==> src/rtl/sfc_defs.vh <==
// Purpose: Shared constants for the synthesizer and field command block
// Assumes: 32-bit register port, word addresses as byte offsets
// Notes: Definitions only
`ifndef SFC_DEFS_VH
`define SFC_DEFS_VH
// Register offsets
`define SFC_ADDR_SYNTH 8'h00
`define SFC_ADDR_SYNTH_STORED 8'h04
`define SFC_ADDR_CTRL 8'h08
`define SFC_ADDR_REVERSAL 8'h0C
`define SFC_ADDR_OFFSET 8'h10
`define SFC_ADDR_OFFSET_STORED 8'h14
`define SFC_ADDR_DAC 8'h18
`define SFC_ADDR_FREQ 8'h1C
`define SFC_ADDR_STATUS 8'h20
// Synthesizer word field positions
`define SFC_R_LSB 0
`define SFC_R_MSB 12
`define SFC_N_LSB 13
`define SFC_N_MSB 24
`define SFC_A_LSB 25
`define SFC_A_MSB 30
// Control register bits (write one to act)
`define SFC_CTRL_SYNTH_SAVE 0
`define SFC_CTRL_OFFSET_SAVE 1
`define SFC_CTRL_RESTART 2
// Status register bits
`define SFC_STAT_REJECT 0
`define SFC_STAT_ANALOG_OFF 1
`define SFC_STAT_POLARITY 2
// Argument limits
`define SFC_R_MIN 13'h05DC
`define SFC_R_MAX 13'h1FFF
`define SFC_N_MIN 12'h320
`define SFC_N_MAX 12'hFFF
`define SFC_A_MAX 6'h3F
`define SFC_OFFSET_MIN 12'h8FC
`define SFC_OFFSET_MAX 12'hE10
`define SFC_FREQ_LIMIT 12'h7D0
`define SFC_DAC_MIN 12'h3E8
`define SFC_DAC_MAX 12'hFFF
// Reset values
`define SFC_R_RESET 13'h0A32
`define SFC_N_RESET 12'h5BA
`define SFC_A_RESET 6'h3F
`define SFC_OFFSET_RESET 12'hBB8
`define SFC_SLOPE_NOM 1450
// Timing: half period of 5 Hz reversal
`define SFC_CLK_HZ 250000000
`define SFC_REVERSAL_HZ 5
`define SFC_HALF_CYCLES (`SFC_CLK_HZ / (2 * `SFC_REVERSAL_HZ))
`endif

==> src/rtl/sfc_isqrt.v <==
// Purpose: Iterative integer square root, one result bit per clock
// Assumes: Operand sampled on start; it may change while busy
// Notes: Result is the floor of the root
`timescale 1ns/10ps
module sfc_isqrt #(
  parameter IN_W = 26,
  parameter OUT_W = 13
) (
  input wire clk,
  input wire rst,
  input wire start,
  input wire [IN_W-1:0] operand,
  output reg busy,
  output reg done,
  output reg [OUT_W-1:0] root
);
  reg [IN_W-1:0] rem_val;
  reg [OUT_W-1:0] trial;
  reg [4:0] step;
  wire [OUT_W-1:0] cand = trial | (1'b1 << step);
  wire [2*OUT_W-1:0] cand_sq = cand * cand;

  // Greedy bit setting from the top: cheap, fixed latency of OUT_W cycles
  always @(posedge clk) begin
    if (rst) begin
      busy <= 1'b0;
      done <= 1'b0;
      trial <= {OUT_W{1'b0}};
      root <= {OUT_W{1'b0}};
      rem_val <= {IN_W{1'b0}};
      step <= 5'h00;
    end else begin
      done <= 1'b0;
      if (!busy) begin
        if (start) begin
          busy <= 1'b1;
          rem_val <= operand;
          trial <= {OUT_W{1'b0}};
          step <= OUT_W[4:0] - 5'h01;
        end
      end else begin
        if (cand_sq <= {{(2*OUT_W-IN_W){1'b0}}, rem_val}) begin
          trial <= cand;
        end
        if (step == 5'h00) begin
          busy <= 1'b0;
          done <= 1'b1;
          root <= (cand_sq <= {{(2*OUT_W-IN_W){1'b0}}, rem_val}) ? cand : trial;
        end else begin
          step <= step - 5'h01;
        end
      end
    end
  end
endmodule // sfc_isqrt

==> src/rtl/sfc_control.v <==
// Purpose: Register-driven synthesizer divider and field coil control
// Assumes: One clock; analog calibration value arrives already on clk
// Notes: Nonvolatile copies are held in flops and survive restart only
//
// How it works
// - Set command takes R 1500..8191, N 800..4095, A 0..63 and applies them.
// - Synthesizer ratio is 19*(64*N+A)/R; outputs carry R, N, A.
// - Synthesizer query returns R, N, A in use, in that order.
// - Synthesizer save copies values in use into the stored copy.
// - Stored synthesizer query returns the stored copy, not live values.
// - Field DAC stays within 1000..4095, nominal midpoint 3000.
// - Enabled reversal flips coil current at 5 Hz; full-period mark for averaging.
// - Reversal is enabled at power-on and every restart.
// - Reversal command 1 enables, 0 disables.
// - Reversal query returns 1 when enabled, else 0.
// - Field offset set accepted only within 2300..3600.
// - Field offset query returns offset in use.
// - Offset save stores current offset; stored offset loads at reset and restart.
// - Stored offset query returns the stored value.
// - Direct frequency set disables analog input, range plus or minus 2000.
// - Field control linearised so frequency follows the requested offset.
// - DAC code is sqrt(freq*slope + offset squared), slope nominal 1450.
`timescale 1ns/10ps
`include "sfc_defs.vh"
module sfc_control #(
  parameter integer HALF_CYCLES = `SFC_HALF_CYCLES,
  parameter integer SLOPE = `SFC_SLOPE_NOM
) (
  input wire clk,
  input wire rst,
  input wire [7:0] addr,
  input wire [31:0] wdata,
  input wire wr,
  input wire rd,
  output reg [31:0] rdata,
  input wire [11:0] cal_offset,
  output reg [12:0] synth_r,
  output reg [11:0] synth_n,
  output reg [5:0] synth_a,
  output reg synth_load,
  output reg [11:0] field_dac,
  output reg coil_polarity,
  output reg reversal_period_mark
);
  // Root sequencer states
  localparam ST_IDLE = 2'b00;
  localparam ST_RUN = 2'b01;
  localparam ST_LOAD = 2'b10;

  // Nonvolatile copies, live settings and flags
  reg [12:0] stored_r;
  reg [11:0] stored_n;
  reg [5:0] stored_a;
  reg [11:0] field_offset;
  reg [11:0] stored_offset;
  reg reversal_en;
  reg analog_off;
  reg [11:0] direct_freq;
  reg reject;
  reg restart_pend;
  reg [31:0] half_count;
  reg [1:0] state;
  reg [1:0] next_state;
  reg [31:0] next_rdata;

  // Argument fields and write decodes
  wire [12:0] arg_r = wdata[`SFC_R_MSB:`SFC_R_LSB];
  wire [11:0] arg_n = wdata[`SFC_N_MSB:`SFC_N_LSB];
  wire [5:0] arg_a = wdata[`SFC_A_MSB:`SFC_A_LSB];
  wire [11:0] arg_12 = wdata[11:0];
  wire wr_synth = wr && (addr == `SFC_ADDR_SYNTH);
  wire wr_ctrl = wr && (addr == `SFC_ADDR_CTRL);
  wire wr_rev = wr && (addr == `SFC_ADDR_REVERSAL);
  wire wr_off = wr && (addr == `SFC_ADDR_OFFSET);
  wire wr_freq = wr && (addr == `SFC_ADDR_FREQ);
  wire restart_req = wr_ctrl && wdata[`SFC_CTRL_RESTART];

  // Unsigned window check, shared by the synthesizer and field offset set commands
  function in_range;
    input [12:0] v;
    input [12:0] lo;
    input [12:0] hi;
    begin
      in_range = (v >= lo) && (v <= hi);
    end
  endfunction

  // Signed plus/minus limit on a 12-bit two's complement value
  function freq_ok;
    input [11:0] v;
    begin
      if (v[11])
        freq_ok = ((~v) + 12'h001) <= `SFC_FREQ_LIMIT;
      else
        freq_ok = v <= `SFC_FREQ_LIMIT;
    end
  endfunction

  wire synth_ok = in_range(arg_r, `SFC_R_MIN, `SFC_R_MAX) &&
                  in_range({1'b0, arg_n}, {1'b0, `SFC_N_MIN}, {1'b0, `SFC_N_MAX}) &&
                  (arg_a <= `SFC_A_MAX) && (wdata[31] == 1'b0);
  wire off_ok = in_range({1'b0, arg_12}, {1'b0, `SFC_OFFSET_MIN}, {1'b0, `SFC_OFFSET_MAX}) &&
                (wdata[31:12] == 20'h00000);
  wire rev_ok = (wdata[31:1] == 31'h00000000);
  // Upper bits must copy bit 11, else a large negative word would pass as small positive
  wire freq_arg_ok = freq_ok(arg_12) &&
                     (wdata[31:11] == 21'h000000 || wdata[31:11] == 21'h1FFFFF);
  wire bad_write = (wr_synth && !synth_ok) || (wr_off && !off_ok) ||
                   (wr_rev && !rev_ok) || (wr_freq && !freq_arg_ok);
  wire status_read = rd && (addr == `SFC_ADDR_STATUS);

  // Synthesizer dividers: live set, save, restart reload
  always @(posedge clk) begin
    if (rst) begin
      synth_r <= `SFC_R_RESET;
      synth_n <= `SFC_N_RESET;
      synth_a <= `SFC_A_RESET;
      stored_r <= `SFC_R_RESET;
      stored_n <= `SFC_N_RESET;
      stored_a <= `SFC_A_RESET;
      synth_load <= 1'b1;
    end else begin
      synth_load <= 1'b0;
      if (restart_pend) begin
        synth_r <= stored_r;
        synth_n <= stored_n;
        synth_a <= stored_a;
        synth_load <= 1'b1;
      end else if (wr_synth && synth_ok) begin
        synth_r <= arg_r;
        synth_n <= arg_n;
        synth_a <= arg_a;
        synth_load <= 1'b1;
      end
      if (wr_ctrl && wdata[`SFC_CTRL_SYNTH_SAVE]) begin
        stored_r <= synth_r;
        stored_n <= synth_n;
        stored_a <= synth_a;
      end
    end
  end

  // Field offset, reversal enable and frequency source
  always @(posedge clk) begin
    if (rst) begin
      field_offset <= `SFC_OFFSET_RESET;
      stored_offset <= `SFC_OFFSET_RESET;
      reversal_en <= 1'b1;
      analog_off <= 1'b0;
      direct_freq <= 12'h000;
      restart_pend <= 1'b0;
    end else begin
      // Restart acts one cycle later so a same-word save lands first
      restart_pend <= restart_req;
      if (restart_pend) begin
        field_offset <= stored_offset;
        reversal_en <= 1'b1;
        analog_off <= 1'b0;
        direct_freq <= 12'h000;
      end else begin
        if (wr_off && off_ok)
          field_offset <= arg_12;
        if (wr_rev && rev_ok)
          reversal_en <= wdata[0];
        if (wr_freq && freq_arg_ok) begin
          direct_freq <= arg_12;
          analog_off <= 1'b1;
        end
      end
      if (wr_ctrl && wdata[`SFC_CTRL_OFFSET_SAVE])
        stored_offset <= field_offset;
    end
  end

  // Reject flag: set beats the clear-on-read of the status word
  always @(posedge clk) begin
    if (rst)
      reject <= 1'b0;
    else if (bad_write)
      reject <= 1'b1;
    else if (status_read)
      reject <= 1'b0;
  end

  // Coil reversal timer; mark pulses once per whole switching period
  // Disabling parks the phase at zero so a re-enable starts a fresh half period
  always @(posedge clk) begin
    if (rst) begin
      half_count <= 32'h00000000;
      coil_polarity <= 1'b0;
      reversal_period_mark <= 1'b0;
    end else begin
      reversal_period_mark <= 1'b0;
      if (!reversal_en) begin
        half_count <= 32'h00000000;
        coil_polarity <= 1'b0;
      end else if (half_count == HALF_CYCLES - 1) begin
        half_count <= 32'h00000000;
        coil_polarity <= ~coil_polarity;
        reversal_period_mark <= coil_polarity;
      end else begin
        half_count <= half_count + 32'h00000001;
      end
    end
  end

  // Frequency request: software value once direct mode is taken, else analog
  wire [11:0] freq_req = analog_off ? direct_freq : cal_offset;
  wire signed [12:0] freq_s = {freq_req[11], freq_req};
  wire signed [13:0] slope_s = SLOPE[13:0];
  wire signed [26:0] freq_term = freq_s * slope_s;
  wire [23:0] off_sq = field_offset * field_offset;
  wire signed [26:0] lin_sum = freq_term + $signed({3'b000, off_sq});
  wire [25:0] sqrt_in = lin_sum[26] ? 26'h0000000 : lin_sum[25:0];

  reg [25:0] sqrt_hold;
  reg sqrt_start;
  wire sqrt_done;
  wire [12:0] sqrt_root;

  // One shared root engine; done alone paces the sequencer
  sfc_isqrt #(
    .IN_W(26),
    .OUT_W(13)
  ) u_sqrt (
    .clk(clk),
    .rst(rst),
    .start(sqrt_start),
    .operand(sqrt_hold),
    .busy(),
    .done(sqrt_done),
    .root(sqrt_root)
  );

  // Root sequencer: sample operand, run, clamp into DAC range, repeat
  always @* begin
    next_state = state;
    case (state)
      ST_IDLE: next_state = ST_RUN;
      ST_RUN: if (sqrt_done) next_state = ST_LOAD;
      ST_LOAD: next_state = ST_IDLE;
      default: next_state = ST_IDLE;
    endcase
  end

  always @(posedge clk) begin
    if (rst) begin
      state <= ST_IDLE;
      sqrt_hold <= 26'h0000000;
      sqrt_start <= 1'b0;
      field_dac <= `SFC_OFFSET_RESET;
    end else begin
      state <= next_state;
      sqrt_start <= (state == ST_IDLE);
      if (state == ST_IDLE)
        sqrt_hold <= sqrt_in;
      if (state == ST_LOAD) begin
        // Floor at minimum keeps the wrong Zeeman line out of reach
        if (sqrt_root < {1'b0, `SFC_DAC_MIN})
          field_dac <= `SFC_DAC_MIN;
        else if (sqrt_root > {1'b0, `SFC_DAC_MAX})
          field_dac <= `SFC_DAC_MAX;
        else
          field_dac <= sqrt_root[11:0];
      end
    end
  end

  // Read mux; unmapped addresses answer zero
  always @* begin
    next_rdata = 32'h00000000;
    case (addr)
      `SFC_ADDR_SYNTH:
        next_rdata = {1'b0, synth_a, synth_n, synth_r};
      `SFC_ADDR_SYNTH_STORED:
        next_rdata = {1'b0, stored_a, stored_n, stored_r};
      `SFC_ADDR_REVERSAL:
        next_rdata = {31'h00000000, reversal_en};
      `SFC_ADDR_OFFSET:
        next_rdata = {20'h00000, field_offset};
      `SFC_ADDR_OFFSET_STORED:
        next_rdata = {20'h00000, stored_offset};
      `SFC_ADDR_DAC:
        next_rdata = {20'h00000, field_dac};
      `SFC_ADDR_FREQ:
        next_rdata = {{20{freq_req[11]}}, freq_req};
      `SFC_ADDR_STATUS:
        next_rdata = {29'h00000000, coil_polarity, analog_off, reject};
      default:
        next_rdata = 32'h00000000;
    endcase
  end

  // Read data stands only in the cycle after the strobe
  always @(posedge clk) begin
    if (rst)
      rdata <= 32'h00000000;
    else if (rd)
      rdata <= next_rdata;
    else
      rdata <= 32'h00000000;
  end
endmodule // sfc_control

==> config.mk <==
export PLATFORM = sky130hd
export DESIGN_NAME = sfc_control
export DESIGN_NICKNAME = d
export VERILOG_FILES = /design/src/rtl/sfc_isqrt.v /design/src/rtl/sfc_control.v
export VERILOG_INCLUDE_DIRS = /design/src /design/src/rtl
export SDC_FILE = /design/constraint.sdc
export NUM_CORES = 1
export LEC_CHECK = 0
export ABC_AREA = 1
export BUFFER_PORTS_ARGS = -buffer_cell sky130_fd_sc_hd__buf_4
export CORE_MARGIN = 1.5
export CORE_UTILIZATION = 50
export CTS_BUF_LIST = sky130_fd_sc_hd__clkbuf_4 sky130_fd_sc_hd__clkbuf_8 sky130_fd_sc_hd__clkbuf_16
export DETAILED_ROUTE_END_ITERATION = 16
export PLACE_DENSITY = 0.64
export SKIP_CTS_REPAIR_TIMING = 1
export SLEW_MARGIN = 20
export SYNTH_ARGS = -nofsm -noshare
export SYNTH_HDL_FRONTEND = slang
export SYNTH_SLANG_ARGS = --single-unit
==> constraint.sdc <==
create_clock -name clk -period 14.4 [get_ports clk]
set_input_delay 3.6 -clock clk [delete_from_list [all_inputs] [get_ports clk]]
set_output_delay 3.6 -clock clk [all_outputs]
set_load 0.005 [all_outputs]
Word level (Yosys, flattened, before mapping)
Cells that the tools add are included.
{"block": "totals", "reg_bits": 269, "in_bits": 56, "out_inout_bits": 78, "elab_cells": 149}
{"block": "classes", "muxes": 29, "n_eq_ne": 14, "n_reduce_logical": 51, "add_sub_neg": 4, "bitwise": 8, "order_cmp": 11, "n_mul": 3, "shifts": 1}
{"cell": "one-hot mux 32 bit (8 select lines)", "n": 1}
{"cell": "2-to-1 mux 12 bit", "n": 7}
{"cell": "2-to-1 mux 13 bit", "n": 5}
{"cell": "adder 32 x 1 -> 32 bit, second input constant", "n": 1}
{"cell": "equality test 32 x 25 -> 1 bit, second input constant", "n": 1}
{"cell": "equality test 8 x 5 -> 1 bit, second input constant", "n": 4}
{"cell": "logical NOT 31 bit", "n": 1}
{"cell": "adder 24 x 25 -> 26 bit", "n": 1}
{"cell": "less-or-equal comparator 26 bit", "n": 1}
{"cell": "multiplier 13 x 13 -> 26 bit", "n": 1}
{"cell": "2-to-1 mux 26 bit", "n": 1}
{"cell": "less-or-equal comparator 12 x 11 -> 1 bit, second input constant", "n": 2}
{"cell": "logical AND 1 bit", "n": 24}
{"cell": "multiplier 12 x 12 -> 24 bit", "n": 1}
{"cell": "multiplier 12 x 11 -> 23 bit, second input constant", "n": 1}
{"cell": "equality test 21 bit, second input constant", "n": 1}
{"cell": "logical NOT 21 bit", "n": 1}
{"cell": "logical NOT 20 bit", "n": 1}
{"cell": "equality test 8 x 4 -> 1 bit, second input constant", "n": 2}
{"cell": "2-to-1 mux 5 bit", "n": 3}
{"cell": ">= comparator 13 x 11 -> 1 bit, second input constant", "n": 1}
{"cell": "> comparator 13 x 12 -> 1 bit, second input constant", "n": 1}
{"cell": "less-or-equal comparator 13 bit, second input constant", "n": 1}
{"cell": "< comparator 13 x 10 -> 1 bit, second input constant", "n": 1}
{"cell": "other kinds (29)", "n": 57}

Logic depth before layout (Yosys ltp)
{"block": "logic_depth", "depth_word": 11, "mapped_depth": 46, "depth_no_buf": 44}

Cells and area by module
Synthesis repeated with hierarchy kept, for this count alone.
{"block": "unflattened", "hier_cells": 3469, "hier_area_um2": 25697.1}
{"mod": "sfc_control", "cells_each": 2424, "seq_area_each_um2": 4184.0, "n_inst": 1, "area_each_um2": 17773.3}
{"mod": "sfc_isqrt", "cells_each": 1045, "seq_area_each_um2": 1181.1, "n_inst": 1, "area_each_um2": 7923.8}

Worst setup path after synthesis
Ideal clock, no wire load.
{"block": "synth_path", "path_kind": "input to register", "startpoint": "in cal_offset[10]", "endpoint": "reg sqrt_hold[15]", "t_arrival_ns": 9.221, "path_buffers": 1, "path_slack_ns": 5.060, "cell_stages": 30, "required_time_ns": 14.280, "setup_time_ns": 0.120, "path_cell_list": "o21ai_0 -> inv_1 -> ha_1 -> inv_1 -> fa_1 -> inv_1 -> fa_1 -> fa_1 -> fa_1 -> ha_1 -> nand2_2 -> inv_1 -> a21boi_2 -> nand3_1 -> a31oi_1 -> o21ai_0 -> nand2_1 -> nand2_1 -> xor2_1 -> ha_1 -> nand2_1 -> nor2_1 -> nand2_1 -> or2_2 -> nand3_1 -> or2_4 -> nand2_4 -> buf_6 -> o211ai_1 -> nand2_1"}
{"block": "synth_via", "elab_chain_cells": 4}
{"item": "start, declared", "line": "sfc_control.v:36", "source": "input wire [11:0] cal_offset,"}
{"item": "2-to-1 mux 12 bit", "line": "sfc_control.v:208", "source": "wire [11:0] freq_req = analog_off ? direct_freq : cal_offset;"}
{"item": "multiplier 12 x 11 -> 23 bit", "line": "sfc_control.v:211", "source": "wire signed [26:0] freq_term = freq_s * slope_s;"}
{"item": "adder 24 x 25 -> 26 bit", "line": "sfc_control.v:213", "source": "wire signed [26:0] lin_sum = freq_term + $signed({3'b000, off_sq});"}
{"item": "2-to-1 mux 26 bit", "line": "sfc_control.v:214", "source": "wire [25:0] sqrt_in = lin_sum[26] ? 26'h0000000 : lin_sum[25:0];"}
{"item": "end signal, assigned", "line": "sfc_control.v:256", "source": "sqrt_hold <= sqrt_in;"}
{"item": "end, declared", "line": "sfc_control.v:216", "source": "reg [25:0] sqrt_hold;"}
No other way between the ends.
A chain may end at the register's enable or synchronous reset.

Final worst setup path
{"block": "layout_path", "startpoint": "in cal_offset[0]", "endpoint": "reg sqrt_hold[2]"}
Same word-level chain as after synthesis.

==> summary.txt <==
Die
  • Ports: 134
  • DIE AREA: 50,700 µm²
  • Num rows: 81
  • Die width: 225 µm
  • Die Span Y: 225 µm
  • Initial cell density of the core: 0.506
  • Core Area: 48,800 µm²

Yosys
  • Adder-cell area share of the yosys netlist: 0.306
  • Count of yosys warnings during synthesis: 0
  • Post-synthesis compound-gate area fraction: 0.139
  • Ys flop type: dfxtp_1
  • Post-Syn Area: 24,700 µm²
  • Syn_area_per_cell: 7.65 µm²
  • Yosys top cell area share: 0.216
  • Syn nets: 3,755
  • Synth Area in XOR/XNOR: 0.0315
  • Post-synth EDFFs: 0
  • Ys async rst share: 0
  • Post-synthesis mux area share: 0.000912
  • Mapped Cells: 3,227
  • Simple-Gate Fraction of Synth Area: 0.186
  • Synth area leaders: dfxtp_1 (22%), fa_1 (18%), ha_1 (13%)
  • Largest area contributor in the netlist: dfxtp_1
  • Synth Register Bits: 267
  • Netlist cell types: 66
  • Post-synthesis sequential area ratio: 0.216
  • Largest family of logic cells by synthesized area: adder cells

Outcome
  • Status: finished, final reports clean

Placement
  • Setup WS pre-CTS: 4.09 ns
  • Buffers on Ports: 133
  • GP Congestion: 0.913
  • DP HPWL: 53.2 mm

Setup path
  • Critical path's largest stage delay: 0.53 ns
  • Req. time, crit path: 14.89 ns
  • Reg2reg start: u_sqrt.step[0]$_SDFFE_PP0P_
  • Critical path's most frequent cell: inv_1
  • CP Class: input port to flop
  • Worst flop-to-flop path endpoint: u_sqrt.root[6]$_SDFFE_PP0P_
  • Arrival time worst endpoint: 10.24 ns
  • CP max-delay cell: o21ai_0
  • CP Launch Point: cal_offset[0]
  • Worst-path fanout max: 24
  • Reg2reg setup slack: 5.61 ns
  • Crit. End Element: flop
  • Setup crit start kind: input port
  • FF-to-FF path depth: 38

Timing
  • Final WS setup: 4.65 ns
  • Final setup viols: 0
  • RSZ-0062 raised after global routing: false
  • Final Cycle Share: 0.677
  • Normalized max-slew margin: 0.294
  • Setup total negative slack: 0 ns
  • Hold Vio Cnt, Final: 0
  • Worst hold slack: 0.449 ns
  • Fmax: 0.103 GHz
  • Clock skew: 0.0192 ns
  • Slew Viols, Final: 0
  • Crit path time final: 9.75 ns
  • Slew @ Worst Pin: 1.05 ns

Cells and area
  • Multi-input logic area: 16,400 µm²
  • Commonest cells after routing, fill and taps aside: inv_1 (654), nand2_1 (571), dfxtp_1 (267)
  • Fill cells: 4,661
  • Nets@finish: 3,838
  • Area grow syn2layout: 10.4%
  • Share of layout cells above drive strength 1: 0.0864
  • # diodes: 0
  • Most common cell after layout, fill and taps aside: inv_1
  • Register area: 5350 µm²

Routing
  • Routed len/inst: 17.0 µm
  • Residual DRC count: 0
  • Via count: 21,600
  • Routed Antenna Nets: 0
  • TritonRoute pass-1 iters: 5
  • Drt total wl: 67.8 mm
  • Vias per cell: 5.40
  • Starting DRT DRC Count: 1,521

Global route
  • Initial antenna violation count: 0
  • Total Routing Usage GR: 0.270
  • Largest net degree at the start of global routing: 69
  • Overflow after GRT: 0
  • Vias in the first global route: 21,400
  • Global-route wire length before repair: 111 mm

CTS
  • Root Driver: clkbuf_16
  • Worst-Skew Late Latency: 0.58 ns
  • Clock Sinks: 267
  • Total CTS buffers: 31
  • CTS tree: built
  • Clock Path Buffers: 3
  • Htree depth: 1
  • Clock transition at path regs: 0.06 ns

Min path
  • Min-delay src: half_count[0]$_SDFF_PP0_
  • Worst hold path type: flop to flop
  • Cell depth of the worst hold path: 1
  • Hold path endpoint: half_count[0]$_SDFF_PP0_

Job
  • Max Cap Viol: 0

Power and ir drop
  • Max VDD drop: 0.138 mV
  • Pwr Density: 125 nW/µm²
  • Static leakage: 14.0 nW
  • Total power draw: 0.00341 W
[power by group]
part / switching, W / total (W) / internal (W)
sequential: 0.0000188 / 0.000789 / 0.000770
clock: 0.000328 / 0.000792 / 0.000464
combinational: 0.00119 / 0.00183 / 0.000646
[logic make-up after synthesis]
logic type / Yosys count
muxes: 2
and+or+nand+nor: 1049
xor gates and xnor gates: 88
adders and majority gates: 472
DFF: 267
AOI/OAI and AO/OA: 574
buffers and inverters: 775
[synthesized netlist by cell type, types with 10 or more instances]
master,instances
o21bai_1,14
nor2_1,179
nor3_1,39
a21oi_1,203
fa_1,219
xnor2_1,30
nor3b_1,10
o21ai_1,11
o21a_1,13
a21o_1,10
xor2_1,57
nand3_1,125
or2_2,16
buf_2,16
nand2_1,571
dfxtp_1,267
inv_1,655
a221oi_1,23
o21ai_0,157
clkbuf_1,78
nor4_1,26
a31oi_1,28
o211ai_1,58
nor2_2,13
ha_1,253
nand4_1,43
[through the flow]
step / instances / cell area [µm²] / util
final: 3996 / 27300 / 0.558
after global routing: 3996 / 27300 / 0.558
after CTS: 3996 / 27300 / 0.558
after detailed placement: 3941 / 26200 / 0.537
after global placement: 3941 / 26200 / 0.537
after floorplan: 3227 / 24700 / -
[worst max-delay path, delay by kind of cell]
family / cells / cell delay, ns
adders and majority gates: 7 / 2.53
AOI/OAI and AO/OA: 10 / 2.03
and+or+nand+nor: 10 / 1.22
buffers and inverters: 6 / 0.67
xor gates and xnor gates: 1 / 0.15
[area by class of cell]
cell class                 count  share of cell area
multi-input combinational   2185               0.600
inverter                     669              0.0922
clock buffer                  39              0.0318
timing repair buffer         156              0.0430
tap                          664              0.0305
sequential                   267               0.196
clock inverter                16             0.00597
[sequential cells by signal, indices dropped and copies added, names as in the netlist, 2 cells and up]
register and cells:
half_count 32, rdata 32, sqrt_hold 25, u_sqrt.rem_val 25, stored_r 13, synth_r 13, u_sqrt.root 13, u_sqrt.trial 13
direct_freq 12, field_dac 12, field_offset 12, stored_n 12, stored_offset 12, synth_n 12, stored_a 6, synth_a 6
u_sqrt.step 5, state 2
[how the worst max path moves through the flow]
| stage | endpoint | slack [ns] | cells past startpoint |
|---|---|---|---|
| 4_1_cts | sqrt_hold[2]$_SDFFE_PP0P_ | 4.68 | 34 |
| 6_report | sqrt_hold[2]$_SDFFE_PP0P_ | 4.65 | 34 |
| 3_3_place_gp | sqrt_hold[0]$_SDFFE_PP0P_ | 4.16 | 28 |
| 3_5_place_dp | sqrt_hold[2]$_SDFFE_PP0P_ | 4.09 | 34 |
| 5_1_grt | sqrt_hold[8]$_SDFFE_PP0P_ | 4.16 | 28 |
| 2_1_floorplan | sqrt_hold[15]$_SDFFE_PP0P_ | 5.06 | 30 |
[layer usage]
layer  vias to the layer above  part of all wire  wire length [µm]  track usage
li1                      10500                 -                 -            -
met1                     10300              0.45             30300        0.370
met2                       604              0.47             31900        0.450
met3                       120             0.054              3660       0.0276
met4                         0             0.029              1970       0.0795
met5                         -                 0                 0            0
Note: power is estimated with default switching activity, not from simulation.
